**src/hdl/watchdog_pkg.sv**
```systemverilog
// shared constants for the watchdog with start-up hold
package watchdog_pkg;
   // ****************************************
   // time base
   // ****************************************
   localparam int unsigned REF_CLK_HZ      = 10_000_000;
   localparam int unsigned SLOW_OSC_HZ     = 31_000;
   localparam int unsigned BASE_TICK_US    = 1_000;
   // slow oscillator cycles per nominal 1 ms base tick
   localparam int unsigned BASE_TICK_CYC   = (SLOW_OSC_HZ / 1_000) * BASE_TICK_US / 1_000;
   localparam int unsigned TICK_CNT_W      = 5;
   // ****************************************
   // period select
   // ****************************************
   localparam int unsigned PERIOD_W        = 5;
   localparam logic [4:0]  PERIOD_RESET    = 5'h0b;  // 2^11 ms, two seconds nominal
   localparam logic [4:0]  PERIOD_MAX      = 5'h12;  // 2^18 ms, 256 s nominal
   localparam int unsigned WDT_CNT_W       = 19;
   // ****************************************
   // control register layout
   // ****************************************
   localparam int unsigned CTRL_W          = 6;
   localparam int unsigned CTRL_EN_BIT     = 0;
   localparam int unsigned CTRL_PS_LSB     = 1;
   localparam int unsigned CTRL_PS_MSB     = 5;
   // ****************************************
   // start-up timer
   // ****************************************
   localparam int unsigned OST_CYCLES      = 1024;
   localparam int unsigned OST_CNT_W       = 11;
   // ****************************************
   // mode field
   // ****************************************
   typedef enum logic [1:0] {
      MODE_OFF   = 2'h0,
      MODE_SOFT  = 2'h1,
      MODE_AWAKE = 2'h2,
      MODE_ON    = 2'h3
   } wdt_mode_t;
endpackage

```
**src/hdl/slow_tick_gen.sv**
```systemverilog
// divides the slow internal oscillator into the 1 ms base tick
`timescale 1ns/1ps
`default_nettype none
module slow_tick_gen
   import watchdog_pkg::*;
#(
   parameter int unsigned DIV = BASE_TICK_CYC
) (
   input  wire logic ref_clk,
   input  wire logic resetn,
   input  wire logic slow_internal_osc,
   input  wire logic restart,
   output logic      osc_edge,
   output logic      ms_tick
);
   logic                  osc_q;
   logic [TICK_CNT_W-1:0] div_q;

   assign osc_edge = slow_internal_osc & ~osc_q;

   always_ff @(posedge ref_clk or negedge resetn) begin
      if (!resetn) osc_q <= 1'b0;
      else         osc_q <= slow_internal_osc;
   end

   // restart aligns the prescaler with a cleared count so a fresh period is full length
   always_ff @(posedge ref_clk or negedge resetn) begin
      if (!resetn) begin
         div_q   <= '0;
         ms_tick <= 1'b0;
      end else if (restart) begin
         div_q   <= '0;
         ms_tick <= 1'b0;
      end else if (osc_edge) begin
         ms_tick <= (div_q == TICK_CNT_W'(DIV - 1));
         div_q   <= (div_q == TICK_CNT_W'(DIV - 1)) ? '0 : div_q + 1'b1;
      end else begin
         ms_tick <= 1'b0;
      end
   end
endmodule
`default_nettype wire

```
**src/hdl/startup_timer.sv**
```systemverilog
// oscillator start-up timer counting crystal input cycles
`timescale 1ns/1ps
`default_nettype none
module startup_timer
   import watchdog_pkg::*;
#(
   parameter int unsigned CYCLES = OST_CYCLES
) (
   input  wire logic ref_clk,
   input  wire logic resetn,
   input  wire logic start,
   input  wire logic crystal_in_pin,
   output logic      running
);
   logic                 xtal_q;
   logic [OST_CNT_W-1:0] cnt_q;

   always_ff @(posedge ref_clk or negedge resetn) begin
      if (!resetn) xtal_q <= 1'b0;
      else         xtal_q <= crystal_in_pin;
   end

   always_ff @(posedge ref_clk or negedge resetn) begin
      if (!resetn) begin
         running <= 1'b0;
         cnt_q   <= '0;
      end else if (start) begin
         running <= 1'b1;
         cnt_q   <= '0;
      end else if (running && crystal_in_pin && !xtal_q) begin
         running <= (cnt_q != OST_CNT_W'(CYCLES - 1));
         cnt_q   <= cnt_q + 1'b1;
      end
   end
endmodule
`default_nettype wire

```
**src/hdl/watchdog_with_startup_hold.sv**
```systemverilog
// watchdog timer with sleep wake-up and crystal start-up hold
//
// Function
// - the watchdog counts 1 ms base ticks derived from the 31 kHz slow internal oscillator.
// - mode 11 keeps the watchdog active at all times, sleep included.
// - mode 10 keeps the watchdog active while awake and disabled in sleep.
// - mode 01 makes the watchdog active exactly when the soft enable bit is set, sleep or not.
// - the period select field picks a nominal time-out from 1 ms to 256 s.
// - after reset the period select field gives a two-second time-out.
// - the count clears on reset, clear instruction, sleep entry, wake, oscillator fail, disable and start-up timing.
// - entering sleep clears the count, which then counts from zero if still enabled.
// - leaving sleep clears the count and, in crystal modes, holds it at zero until the start-up timer finishes.
// - a time-out during sleep wakes the device instead of resetting it.
// - a time-out during sleep sets the timeout flag; the power-down flag keeps the value set at sleep entry.
// - in crystal modes the start-up timer counts 1024 crystal cycles after power-on, after the power-up delay, and on wake.
// - while the start-up timer runs, execution is held unless fail-safe or two-speed start-up is enabled.
// - the slow oscillator ready flag is set on a slow oscillator edge only while the oscillator is requested, and clears when the request drops.
// - changing the internal oscillator divider leaves the watchdog count alone.
`timescale 1ns/1ps
`default_nettype none
module watchdog_with_startup_hold
   import watchdog_pkg::*;
#(
   parameter int unsigned TICK_DIV   = BASE_TICK_CYC,
   parameter int unsigned OST_COUNT  = OST_CYCLES
) (
   input  wire logic                 ref_clk,
   input  wire logic                 resetn,
   input  wire logic                 slow_internal_osc,
   input  wire logic                 crystal_in_pin,
   input  wire logic [1:0]           watchdog_mode_select,
   input  wire logic                 ctrl_wr,
   input  wire logic [CTRL_W-1:0]    ctrl_wdata,
   input  wire logic                 watchdog_clear_instr,
   input  wire logic                 sleep_enter,
   input  wire logic                 wake_event,
   input  wire logic                 osc_fail,
   input  wire logic                 crystal_mode,
   input  wire logic                 powerup_delay_enable,
   input  wire logic                 powerup_delay_done,
   input  wire logic                 fail_safe_monitor_en,
   input  wire logic                 two_speed_en,
   input  wire logic                 reset_flag_clear,
   output logic [CTRL_W-1:0]         watchdog_control_reg,
   output logic                      watchdog_active,
   output logic [WDT_CNT_W-1:0]      watchdog_count,
   output logic                      device_sleeping,
   output logic                      wdt_reset_req,
   output logic                      wake_req,
   output logic                      timeout_flag,
   output logic                      powerdown_flag,
   output logic                      watchdog_reset_flag,
   output logic                      ost_running,
   output logic                      exec_hold,
   output logic                      slow_osc_enable,
   output logic                      slow_osc_ready_flag
);
   // ****************************************
   // internal signals
   // ****************************************
   logic                 active_d;
   logic                 wake_d;
   logic                 clear_d;
   logic                 timeout_d;
   logic                 ost_start_d;
   logic                 por_pending_q;
   logic                 osc_edge;
   logic                 ms_tick;
   logic [PERIOD_W-1:0]  period_eff;
   logic [WDT_CNT_W-1:0] limit;
   wdt_mode_t            mode;

   assign mode = wdt_mode_t'(watchdog_mode_select);

   // ****************************************
   // control register
   // ****************************************
   always_ff @(posedge ref_clk or negedge resetn) begin
      if (!resetn) begin
         watchdog_control_reg <= {PERIOD_RESET, 1'b0};
      end else if (ctrl_wr) begin
         watchdog_control_reg <= ctrl_wdata;
      end
   end

   // ****************************************
   // mode decode
   // ****************************************
   always_comb begin
      case (mode)
         MODE_ON:    active_d = 1'b1;
         MODE_AWAKE: active_d = ~device_sleeping;
         MODE_SOFT:  active_d = watchdog_control_reg[CTRL_EN_BIT];
         MODE_OFF:   active_d = 1'b0;
         default:    active_d = 1'b0;
      endcase
   end

   always_ff @(posedge ref_clk or negedge resetn) begin
      if (!resetn) watchdog_active <= 1'b0;
      else         watchdog_active <= active_d;
   end

   // ****************************************
   // time base
   // ****************************************
   // the tick runs off the slow oscillator only, so divider changes on the fast path never reach it
   slow_tick_gen #(
      .DIV (TICK_DIV)
   ) u_tick (
      .ref_clk           (ref_clk),
      .resetn            (resetn),
      .slow_internal_osc (slow_internal_osc),
      .restart           (clear_d),
      .osc_edge          (osc_edge),
      .ms_tick           (ms_tick)
   );

   // oversized selections saturate at the longest period instead of wrapping
   assign period_eff = (watchdog_control_reg[CTRL_PS_MSB:CTRL_PS_LSB] > PERIOD_MAX) ?
                       PERIOD_MAX : watchdog_control_reg[CTRL_PS_MSB:CTRL_PS_LSB];
   assign limit      = (WDT_CNT_W'(1) << period_eff) - WDT_CNT_W'(1);

   // ****************************************
   // sleep and wake
   // ****************************************
   // >= lets a count left above a freshly shortened period expire on the next tick instead of wrapping
   assign timeout_d = active_d && !clear_d && ms_tick && (watchdog_count >= limit);
   assign wake_d    = device_sleeping && (wake_event || timeout_d);

   always_ff @(posedge ref_clk or negedge resetn) begin
      if (!resetn)                            device_sleeping <= 1'b0;
      else if (wake_d)                        device_sleeping <= 1'b0;
      else if (sleep_enter && !device_sleeping) device_sleeping <= 1'b1;
   end

   // ****************************************
   // count clearing
   // ****************************************
   assign clear_d = !active_d || watchdog_clear_instr || osc_fail ||
                    (sleep_enter && !device_sleeping) ||
                    (device_sleeping && wake_event) || ost_running;
   // a time-out wake is cleared by the time-out branch below; feeding wake_d back here
   // would close a loop through timeout_d

   always_ff @(posedge ref_clk or negedge resetn) begin
      if (!resetn)        watchdog_count <= '0;
      else if (clear_d)   watchdog_count <= '0;
      else if (timeout_d) watchdog_count <= '0;
      else if (ms_tick)   watchdog_count <= watchdog_count + 1'b1;
   end

   // ****************************************
   // time-out outcomes
   // ****************************************
   always_ff @(posedge ref_clk or negedge resetn) begin
      if (!resetn) begin
         wdt_reset_req <= 1'b0;
         wake_req      <= 1'b0;
      end else begin
         wdt_reset_req <= timeout_d && !device_sleeping;
         wake_req      <= wake_d;
      end
   end

   // a clear instruction masks timeout_d, so it wins over a time-out; sleep entry still beats it at the power-down flag
   always_ff @(posedge ref_clk or negedge resetn) begin
      if (!resetn)                   timeout_flag <= 1'b0;
      else if (timeout_d)            timeout_flag <= 1'b1;
      else if (watchdog_clear_instr) timeout_flag <= 1'b0;
   end

   always_ff @(posedge ref_clk or negedge resetn) begin
      if (!resetn)                              powerdown_flag <= 1'b0;
      else if (sleep_enter && !device_sleeping) powerdown_flag <= 1'b1;
      else if (watchdog_clear_instr)            powerdown_flag <= 1'b0;
   end

   always_ff @(posedge ref_clk or negedge resetn) begin
      if (!resetn)                            watchdog_reset_flag <= 1'b0;
      else if (timeout_d && !device_sleeping) watchdog_reset_flag <= 1'b1;
      else if (reset_flag_clear)              watchdog_reset_flag <= 1'b0;
   end

   // ****************************************
   // start-up timer
   // ****************************************
   // the power-on start waits for the power-up delay when that timer is in use
   always_ff @(posedge ref_clk or negedge resetn) begin
      if (!resetn) por_pending_q <= 1'b1;
      else if (!powerup_delay_enable || powerup_delay_done) por_pending_q <= 1'b0;
   end

   assign ost_start_d = crystal_mode &&
                        ((por_pending_q && (!powerup_delay_enable || powerup_delay_done)) || wake_d);

   startup_timer #(
      .CYCLES (OST_COUNT)
   ) u_ost (
      .ref_clk        (ref_clk),
      .resetn         (resetn),
      .start          (ost_start_d),
      .crystal_in_pin (crystal_in_pin),
      .running        (ost_running)
   );

   always_ff @(posedge ref_clk or negedge resetn) begin
      if (!resetn) exec_hold <= 1'b0;
      else         exec_hold <= ost_running && !fail_safe_monitor_en && !two_speed_en;
   end

   // ****************************************
   // slow oscillator request and ready
   // ****************************************
   always_ff @(posedge ref_clk or negedge resetn) begin
      if (!resetn) slow_osc_enable <= 1'b0;
      else         slow_osc_enable <= active_d || powerup_delay_enable || fail_safe_monitor_en;
   end

   // ready needs a real edge from the oscillator, not just the request
   always_ff @(posedge ref_clk or negedge resetn) begin
      if (!resetn)              slow_osc_ready_flag <= 1'b0;
      else if (!slow_osc_enable) slow_osc_ready_flag <= 1'b0;
      else if (osc_edge)        slow_osc_ready_flag <= 1'b1;
   end
endmodule
`default_nettype wire

```
**config.mk**
```make
export PLATFORM = sky130hd
export DESIGN_NAME = watchdog_with_startup_hold
export DESIGN_NICKNAME = d
export VERILOG_FILES = /design/src/hdl/watchdog_pkg.sv /design/src/hdl/slow_tick_gen.sv /design/src/hdl/startup_timer.sv /design/src/hdl/watchdog_with_startup_hold.sv
export SDC_FILE = /design/constraint.sdc
export NUM_CORES = 1
export LEC_CHECK = 0
export ABC_AREA = 1
export CORE_MARGIN = 3
export CORE_UTILIZATION = 40
export CTS_CLUSTER_DIAMETER = 60
export DETAILED_ROUTE_END_ITERATION = 12
export DONT_BUFFER_PORTS = 1
export PLACE_DENSITY_LB_ADDON = 0.12
export SKIP_LAST_GASP = 1
export SLEW_MARGIN = 20
export SYNTH_ARGS = -nofsm -noshare
export SYNTH_HDL_FRONTEND = slang
export SYNTH_SLANG_ARGS = --single-unit
```
**constraint.sdc**
```tcl
create_clock -name ref_clk -period 5.9 [get_ports ref_clk]
set_input_delay 0.59 -clock ref_clk [delete_from_list [all_inputs] [get_ports ref_clk]]
set_output_delay 0.59 -clock ref_clk [all_outputs]
set_load 0.05 [all_outputs]
```
==> impl_metrics.py, run 1 <==
metrics = {
    "finish": {
        "area_delta_synth_final_pct": 5.68,
        "utilization": 0.438,
        "nets": 498,
        "drive_gt1_frac": 0.0951,
        "diodes": 0,
        "final_cell_area_mm2": 0.00384,
        "largest_reg_flops": 19,
    },
    "worst_setup_path": {
        "worst-r2r-setup-slack_ps": 1780,
        "crit_path_end_kind": "flop",
        "crit_fanout": 12,
        "cp.buffers_inverters": 1,
        "timing.rr.end": "u_ost.cnt_q[7]",
        "cpMaxStageDelayCell": "dfrtp_1",
        "path_class": "flop to flop",
        "startpoint_type": "flop",
        "arrival_ps": 4300,
        "r2r-start": "watchdog_control_reg[3]",
        "crit_required_ps": 6080,
        "cp_top_family": "simple AND/OR/NAND/NOR gates",
        "cpPeakStageDelay_ps": 830,
        "r2r_cells": 25,
        "cp_common_cell": "nand2_1",
    },
    "timing": {
        "fin_crit_sh": 0.698,
        "relSlewSlack": 0.508,
        "setup_violations": 0,
        "rsz0062_at_grt": "false",
        "hold_violations": 0,
        "tns_ps": 0,
        "slew_violations": 0,
        "tightestPinTransition_ps": 738,
        "skew_ps": 11.8,
        "period_minus_slack_ps": 4120,
        "timing.fmax_ghz": 0.243,
    },
    "route": {
        "antenna_left": 0,
        "first_pass_iters": 4,
        "wire_per_inst_um": 15.3,
        "wirelength_um": 8540,
        "drc_errors": 0,
        "routed_via_density": 5.20,
        "vias": 2913,
        "drtIter0Drc": 155,
    },
    "synth": {
        "syn-mean-instance-area_um2": 8.05,
        "synth_nets": 498,
        "async_flop_share": 1.00,
        "synth_area_leaders": "dfrtp_1 (36%), nand2_1 (9.6%), ha_1 (8.3%), inv_1 (5.5%), nor2_1 (4.9%)",
        "synthTopCellsByCount": "nand2_1 (93), inv_1 (53), dfrtp_1 (52), nor2_1 (47), nand3_1 (26)",
        "synth_top_area_cell": "dfrtp_1",
        "seq_area_frac_synth": 0.387,
        "yosysMostFrequentCell": "nand2_1",
        "yosysWarnings": 0,
        "synth_edf_count": 0,
        "synth.top_cell.area_share": 0.358,
        "synthCells": 451,
        "ys.flop_type": "dfrtp_1",
        "synth_area_mm2": 0.00363,
        "synth-seq-cells": 56,
        "synth.distinct_cells": 42,
    },
    "placed_design": {
        "gp_congestion": 0.822,
        "io_buffers": 0,
        "dp_hpwl_um": 6370,
        "post_dp_cell_area_mm2": 0.00370,
    },
    "die": {
        "core_mm2": 0.00876,
        "dieHeight_um": 101,
        "rows": 34,
        "start_util": 0.414,
        "io_pins": 59,
        "die-area_mm2": 0.0103,
        "die_x_um": 101,
    },
    "global_route": {
        "antenna_found_initial": 0,
        "top_usage_layer": "met2",
        "grtUsageMet1": 0.238,
        "grt_pass1_vias": 2828,
        "grt_start_max_net_pins": 53,
        "overflow": 0,
        "grt_first_pass_wirelength_um": 14000,
        "grt_util_met2": 0.271,
        "grt_usage": 0.173,
        "grtUsageMet3": 0.0448,
    },
    "cts": {
        "clk_pin_slew_ps": 100,
        "cts_tree": "done",
        "root_buffer": "clkbuf_8",
        "clkLatencyLatePin_ps": 320,
        "htreeDepth": 2,
        "cts_sinks": 56,
        "cts_buffers": 5,
        "cts.path.max_buffers": 2,
    },
    "power": {
        "power.density_mw_per_mm2": 221,
        "static-leakage-power_nw": 1.75,
        "power_frac_clock": 0.299,
        "p_comb_frac": 0.158,
        "power.switching_uw": 267,
        "ir_drop_mv": 0.104,
        "swShare": 0.315,
        "p_seq_frac": 0.542,
        "intPower_uw": 580,
    },
    "hold_path": {
        "holdCritPathClass": "input port to async pin",
    },
    "job": {
        "cap_violations": 0,
    },
    "outcome": {
        "status": "completed",
    },
}
-- power by group through the flow --
stage                     clock (mW)  sequential, mW  combinational [mW]
after floorplan                    0           0.458               0.114
after global placement             0           0.467               0.125
after detailed placement           0           0.467               0.126
after CTS                      0.268           0.460               0.137
after global routing           0.277           0.463               0.157
final                          0.253           0.459               0.134
-- layout make-up --
class | instances | area [µm²]
well taps | 108 | 135
flip-flops and latches | 56 | 1410
repair buffers | 1 | 27.5
fillers | 898 | 4920
multi-input cells | 327 | 1920
inverters | 60 | 238
clock inverters | 2 | 35.0
clock buffers | 6 | 72.6
-- cell usage in the layout (no fill, tap or decap), types with 2 or more instances in the layout --
cell type | synthesis | layout
nand2_1 | 93 | 93
inv_1 | 53 | 53
dfrtp_1 | 52 | 52
nor2_1 | 47 | 47
nand3_1 | 26 | 26
ha_1 | 24 | 24
xor2_1 | 19 | 19
o21ai_0 | 19 | 19
nand4_1 | 18 | 18
nor3_1 | 13 | 13
a21oi_2 | 11 | 11
a21oi_1 | 11 | 11
o22ai_1 | 10 | 10
clkbuf_8 | 0 | 5
inv_2 | 4 | 4
xnor2_1 | 4 | 4
dfstp_2 | 4 | 4
nor2_2 | 3 | 3
o21a_1 | 3 | 3
a31oi_1 | 2 | 2
o21bai_1 | 2 | 2
nand3b_1 | 2 | 2
nand3_2 | 2 | 2
nor2_4 | 2 | 2
mux2_2 | 2 | 2
nor3_2 | 2 | 2
o21ai_1 | 2 | 2
-- kinds of logic (layout without fill, tap and decap cells) --
family,count (synthesis),in the layout,share of synthesized area
AOI/OAI and AO/OA,65,65,0.113
xor gates and xnor gates,23,23,0.0555
adders and majority gates,24,24,0.0827
buffers and inverters,68,69,0.0830
DFF,56,56,0.387
muxes,3,3,0.00896
and+or+nand+nor,212,212,0.270
-- how the worst max path moves through the flow --
stage | startpoint | to | slack [ps] | cells past startpoint
floorplan | watchdog_control_reg[4] | u_ost.cnt_q[0] | 2340 | 23
global placement | watchdog_control_reg[3] | u_ost.cnt_q[7] | 1930 | 25
detailed placement | watchdog_control_reg[3] | u_ost.cnt_q[7] | 1780 | 25
CTS | watchdog_control_reg[3] | u_ost.cnt_q[7] | 1760 | 25
global route | watchdog_control_reg[4] | u_ost.cnt_q[7] | 1220 | 21
finish | watchdog_control_reg[3] | u_ost.cnt_q[7] | 1780 | 25
-- metal layers --
metal / routed length (µm) / part of all wire
met1: 4000 / 0.47
met2: 3920 / 0.46
met3: 509 / 0.060
met4: 113 / 0.013
met5: 0 / 0
-- through the flow --
| stage | cells | worst slack (ps) | hold WS [ps] | power (mW) |
|---|---|---|---|---|
| 6_report | 560 | 1780 | 109 | 0.847 |
| 5_1_grt | 560 | 1220 | 75.6 | 0.897 |
| 4_1_cts | 560 | 1760 | 90.0 | 0.864 |
| 3_5_place_dp | 551 | 1780 | 296 | 0.593 |
| 3_3_place_gp | 551 | 1930 | 296 | 0.592 |
| 2_1_floorplan | 451 | 2340 | 294 | 0.571 |
-- what timing repair did --
action                                  CTS  global route
buffers inserted                          0             0
endpoints found under the setup margin    0             0
hold endpoints to repair                 52             0
gates resized for setup                   0             0
hold buffers                              1             0
Power figures use the tool's default switching activity.
==> run 2, diff against run 1 <==
- clock period: 5.9 -> 3.9 ns (I/O delays scaled with it)
==> run 2 against run 1 <==
  * Setup slack lost 1300 ps
  * Total power increased by 46%
  * Utilization increased by 1.1 points
  * Die area stayed put
  * Critical path depth unchanged
  * Maximum frequency increased by 21%
  * Clock-buffer cell count did not move
  * Largest cell class unchanged
  * Highest routed layer unchanged
  * Critical endpoint unchanged
  * Global-route usage increased by 0.12 points
==> impl_metrics.py, run 2 (synthesis results as in run 1) <==
metrics = {
    "timing": {
        "period_minus_slack_ps": 3420,
        "skew_ps": 12.8,
        "tns_ps": 0,
        "tightestPinTransition_ps": 699,
        "fin_ws_ps": 484,
        "hold_violations": 0,
        "fin_crit_sh": 0.876,
        "setup_violations": 0,
        "slew_violations": 0,
        "relSlewSlack": 0.534,
        "timing.fmax_ghz": 0.293,
        "rsz0062_at_grt": "false",
    },
    "power": {
        "ir_drop_mv": 0.162,
        "power.density_mw_per_mm2": 314,
        "static-leakage-power_nw": 1.80,
    },
    "cts": {
        "cts_sinks": 56,
        "root_buffer": "clkbuf_8",
        "cts_tree": "done",
        "cts.path.max_buffers": 2,
        "clk_pin_slew_ps": 100,
        "cts_buffers": 5,
        "htreeDepth": 2,
        "clkLatencyLatePin_ps": 310,
    },
    "worst_setup_path": {
        "crit_fanout": 8,
        "crit_path_end_kind": "flop",
        "path_class": "flop to flop",
        "cpPeakStageDelay_ps": 600,
        "arrival_ps": 3600,
        "startpoint_type": "flop",
        "crit_required_ps": 4090,
        "cpMaxStageDelayCell": "dfstp_2",
        "cp_common_cell": "nand2_1",
    },
    "placed_design": {
        "gp_congestion": 0.831,
        "preCtsSetupSlack_ps": 196,
        "io_buffers": 0,
        "dp_hpwl_um": 6470,
        "place_inst": 559,
        "post_dp_cell_area_mm2": 0.00376,
    },
    "hold_path": {
        "holdCritPathClass": "input port to flop",
    },
    "route": {
        "drc_errors": 0,
        "first_pass_iters": 6,
        "vias": 3006,
        "wire_per_inst_um": 14.8,
        "wirelength_um": 8440,
        "antenna_left": 0,
        "routed_via_density": 5.26,
        "drtIter0Drc": 109,
    },
    "die": {
        "dieHeight_um": 101,
        "die_x_um": 101,
        "core_mm2": 0.00876,
        "die-area_mm2": 0.0103,
        "io_pins": 59,
        "start_util": 0.414,
        "rows": 34,
    },
    "finish": {
        "multi_input_area_mm2": 0.00197,
        "nets": 509,
        "final_common_cell": "nand2_1",
        "area_delta_synth_final_pct": 8.44,
        "drive_gt1_frac": 0.125,
        "final_cell_mix": "nand2_1 (92), inv_1 (53), dfrtp_1 (51), nor2_1 (45), nand3_1 (26)",
        "diodes": 0,
        "final_cells": 571,
        "largest_reg_flops": 19,
        "fillCellCount": 900,
        "final_cell_area_mm2": 0.00394,
        "seqCellArea_mm2": 0.00141,
    },
    "outcome": {
        "status": "completed",
    },
    "global_route": {
        "grt_usage": 0.174,
        "antenna_found_initial": 0,
        "grt_start_max_net_pins": 57,
        "grt_pass1_vias": 2890,
        "overflow": 0,
        "grt_first_pass_wirelength_um": 14200,
    },
    "job": {
        "cap_violations": 0,
    },
}
## run 2: cell types whose count changed in the layout (fill, tap and decap cells not counted), moves of 2 or more
cell	before	now
nand3_2	2	0
nor2_2	3	5
nand3_4	0	3
nor2_1	47	45
buf_4	0	9
## run 2: final cells by class
| type | instances | share of cell area |
|---|---|---|
| Clock buffer | 6 | 0.0184 |
| Tap cell | 108 | 0.0343 |
| Inverter | 60 | 0.0604 |
| Sequential cell | 56 | 0.357 |
| Multi-Input combinational cell | 328 | 0.499 |
| Timing Repair Buffer | 11 | 0.0267 |
| Clock inverter | 2 | 0.00349 |
## run 2: path summary, 6_finish.rpt
path,to,startpoint,slack (ps),cells past startpoint
min in group asynchronous,watchdog_count[9],resetn,630,2
worst min-delay path,u_tick.osc_q,slow_internal_osc,100,0
worst max register to register,u_ost.cnt_q[7],watchdog_control_reg[2],480,25
worst min register to register,por_pending_q,por_pending_q,500,1
worst max-delay path,u_ost.cnt_q[7],watchdog_control_reg[2],480,25
max in group asynchronous,watchdog_control_reg[1],resetn,2960,2
## run 2: worst max-delay path: cells and delay by family (launching register included)
| family | cells | cell delay (ps) |
|---|---|---|
| AO/OA/AOI/OAI | 2 | 210 |
| XOR/XNOR | 1 | 170 |
| adder cells (fa/ha/maj) | 2 | 550 |
| buffers and inverters | 1 | 100 |
| flip-flops | 1 | 600 |
| AND/OR/NAND/NOR | 19 | 1690 |
## run 2: layer usage
layer / vias up / part of all wire / global-route usage
li1: 1519 / - / -
met2: 68 / 0.47 / 0.271
met5: - / 0 / 0
met4: 0 / 0.013 / 0.0470
met3: 9 / 0.060 / 0.0468
met1: 1410 / 0.46 / 0.239
## run 2: per-stage QoR
stage,util,total power [mW],hold WS (ps)
after floorplan,-,0.864,94.4
after global placement,0.429,0.905,95.6
after detailed placement,0.429,0.908,95.5
after CTS,0.444,1.25,82.4
after global routing,0.449,1.32,60.5
final,0.449,1.24,97.0
## run 2: repair_timing
item | 4_1_cts | 5_1_grt
hold endpoints to repair | 56 | 0
endpoints found under the setup margin | 0 | 31
setup buffers | 0 | 1
hold buffers | 2 | 0
resized for setup | 0 | 8
## run 2: power breakdown
group / switching (mW) / total, mW / internal [mW]
logic: 0.157 / 0.244 / 0.0873
registers: 0.0626 / 0.674 / 0.611
clock network: 0.189 / 0.318 / 0.129
total: 0.408 / 1.24 / 0.827
==> run 3, diff against run 2 <==
- CORE_MARGIN: 3 -> not set
==> run 3 against run 2 <==
  * Global-route usage increased by 1.4 points
  * Cell count unchanged
  * Via count decreased by 1.3%
  * Non-clock buffer count unchanged
  * Setup slack got worse by 45 ps
  * Worst hold slack got worse by 2.8 ps
  * Critical endpoint unchanged
  * Combinational power about the same
  * Die area decreased by 7.7%
  * Wire length decreased by 0.37%
  * Sequential power about the same
  * Clock-buffer cell count increased by 1
  * Utilization increased by 0.47 points
==> impl_metrics.py, run 3 (synthesis results as in run 1) <==
metrics = {
    "cts": {
        "root_buffer": "clkbuf_8",
        "clkLatencyLatePin_ps": 310,
        "cts.path.max_buffers": 2,
        "htreeDepth": 2,
        "cts_buffers": 5,
        "cts_tree": "done",
        "clk_pin_slew_ps": 100,
        "cts_sinks": 56,
    },
    "die": {
        "io_pins": 59,
        "core_mm2": 0.00876,
        "dieHeight_um": 97.3,
        "die_x_um": 97.3,
        "rows": 34,
        "die-area_mm2": 0.00947,
        "start_util": 0.414,
    },
    "power": {
        "ir_drop_mv": 0.217,
        "power_mw": 1.34,
        "static-leakage-power_nw": 1.82,
        "power.density_mw_per_mm2": 335,
    },
    "timing": {
        "period_minus_slack_ps": 3460,
        "timing.fmax_ghz": 0.289,
        "skew_ps": 7.70,
        "setup_violations": 0,
        "relSlewSlack": 0.523,
        "tns_ps": 0,
        "fin_crit_sh": 0.888,
        "rsz0062_at_grt": "false",
        "tightestPinTransition_ps": 715,
        "slew_violations": 0,
        "hold_violations": 0,
    },
    "finish": {
        "final_common_cell": "nand2_1",
        "final_cell_mix": "nand2_1 (92), inv_1 (53), dfrtp_1 (52), nor2_1 (47), nand3_1 (26)",
        "multi_input_area_mm2": 0.00197,
        "drive_gt1_frac": 0.121,
        "nets": 509,
        "utilization": 0.454,
        "largest_reg_flops": 19,
        "diodes": 0,
        "fillCellCount": 874,
        "seqCellArea_mm2": 0.00141,
        "area_delta_synth_final_pct": 9.58,
    },
    "job": {
        "cap_violations": 0,
    },
    "worst_setup_path": {
        "crit_required_ps": 4100,
        "crit_fanout": 10,
        "startpoint": "watchdog_control_reg[3]",
        "arrival_ps": 3660,
        "r2r-start": "watchdog_control_reg[3]",
        "startpoint_type": "flop",
        "crit_path_end_kind": "flop",
        "path_class": "flop to flop",
    },
    "outcome": {
        "status": "completed",
    },
    "route": {
        "vias": 2967,
        "m1WireLength_um": 3940,
        "wirelength_um": 8410,
        "drc_errors": 0,
        "drtIter0Drc": 156,
        "routed_via_density": 5.20,
        "first_pass_iters": 4,
        "antenna_left": 0,
        "highest_layer": "met4",
        "route.met2.wl_um": 3910,
        "routed-wl-met3_um": 471,
        "wire_per_inst_um": 14.7,
    },
    "hold_path": {
        "worstHoldStart": "crystal_in_pin",
        "holdCritPathClass": "input port to flop",
    },
    "global_route": {
        "grt_usage": 0.188,
        "overflow": 0,
        "grt_first_pass_wirelength_um": 14400,
        "antenna_found_initial": 0,
        "grt_start_max_net_pins": 57,
        "grt_pass1_vias": 2979,
    },
    "placed_design": {
        "dp_hpwl_um": 6270,
        "io_buffers": 0,
        "gp_congestion": 0.835,
    },
}
run 3: per-stage QoR:
step	setup WS [ps]	cells	instance area, µm²	hold WS (ps)
5_1_grt	23.2	571	3980	76.0
2_1_floorplan	344	451	3630	94.4
3_3_place_gp	258	558	3760	95.6
3_5_place_dp	117	558	3760	95.7
6_report	439	571	3980	94.2
4_1_cts	120	568	3920	84.0
run 3: what timing repair did:
item | in CTS | in global routing
hold endpoints to repair | 56 | 0
buffers inserted | 0 | 2
hold buffers | 2 | 0
gates resized for setup | 0 | 6
endpoints found under the setup margin | 0 | 30
run 3: layer usage:
metal	up-vias	track usage
met3	9	0.0417
met2	65	0.306
met4	0	0.0464
met5	-	0
met1	1374	0.255
li1	1519	-
run 3: layout make-up:
class                           count  area share
Multi-Input combinational cell    328       0.495
Sequential cell                    56       0.353
Inverter                           60      0.0597
Tap cell                          108      0.0340
Timing Repair Buffer               11      0.0258
Clock buffer                        7      0.0242
Clock inverter                      1     0.00754
run 3: report_power, final:
part           switching, mW  leakage (nW)  total (mW)  internal (mW)
combinational          0.155          1.02       0.242         0.0875
sequential            0.0632         0.733       0.674          0.611
clock                  0.192        0.0645       0.419          0.227
run 3: worst max-delay path, stage by stage (launching register included):
cell and delay [ps]:
dfrtp_1 500, nor2_1 170, nand2_1 70, nand2_1 100
nand2_1 80, nor2_1 170, nand2_1 90, nor3_1 140
inv_1 130, ha_4 200, nand2_1 100, xnor2_1 100
ha_1 300, nand2_1 80, inv_1 60, nand2_1 50
nor2_1 200, nand2_1 80, nand3_1 120, nand2_1 80
nand2_2 140, nand3_4 120, nand3_4 190, a21oi_1 80
run 3: worst paths after layout:
kind | cells past startpoint | slack [ps] | end
max | 23 | 440 | u_ost.cnt_q[7]
min | 0 | 90 | u_ost.xtal_q
max reg2reg | 23 | 440 | u_ost.cnt_q[7]
min reg2reg | 1 | 500 | por_pending_q
max in group asynchronous | 2 | 3020 | watchdog_control_reg[1]
min in group asynchronous | 2 | 600 | exec_hold
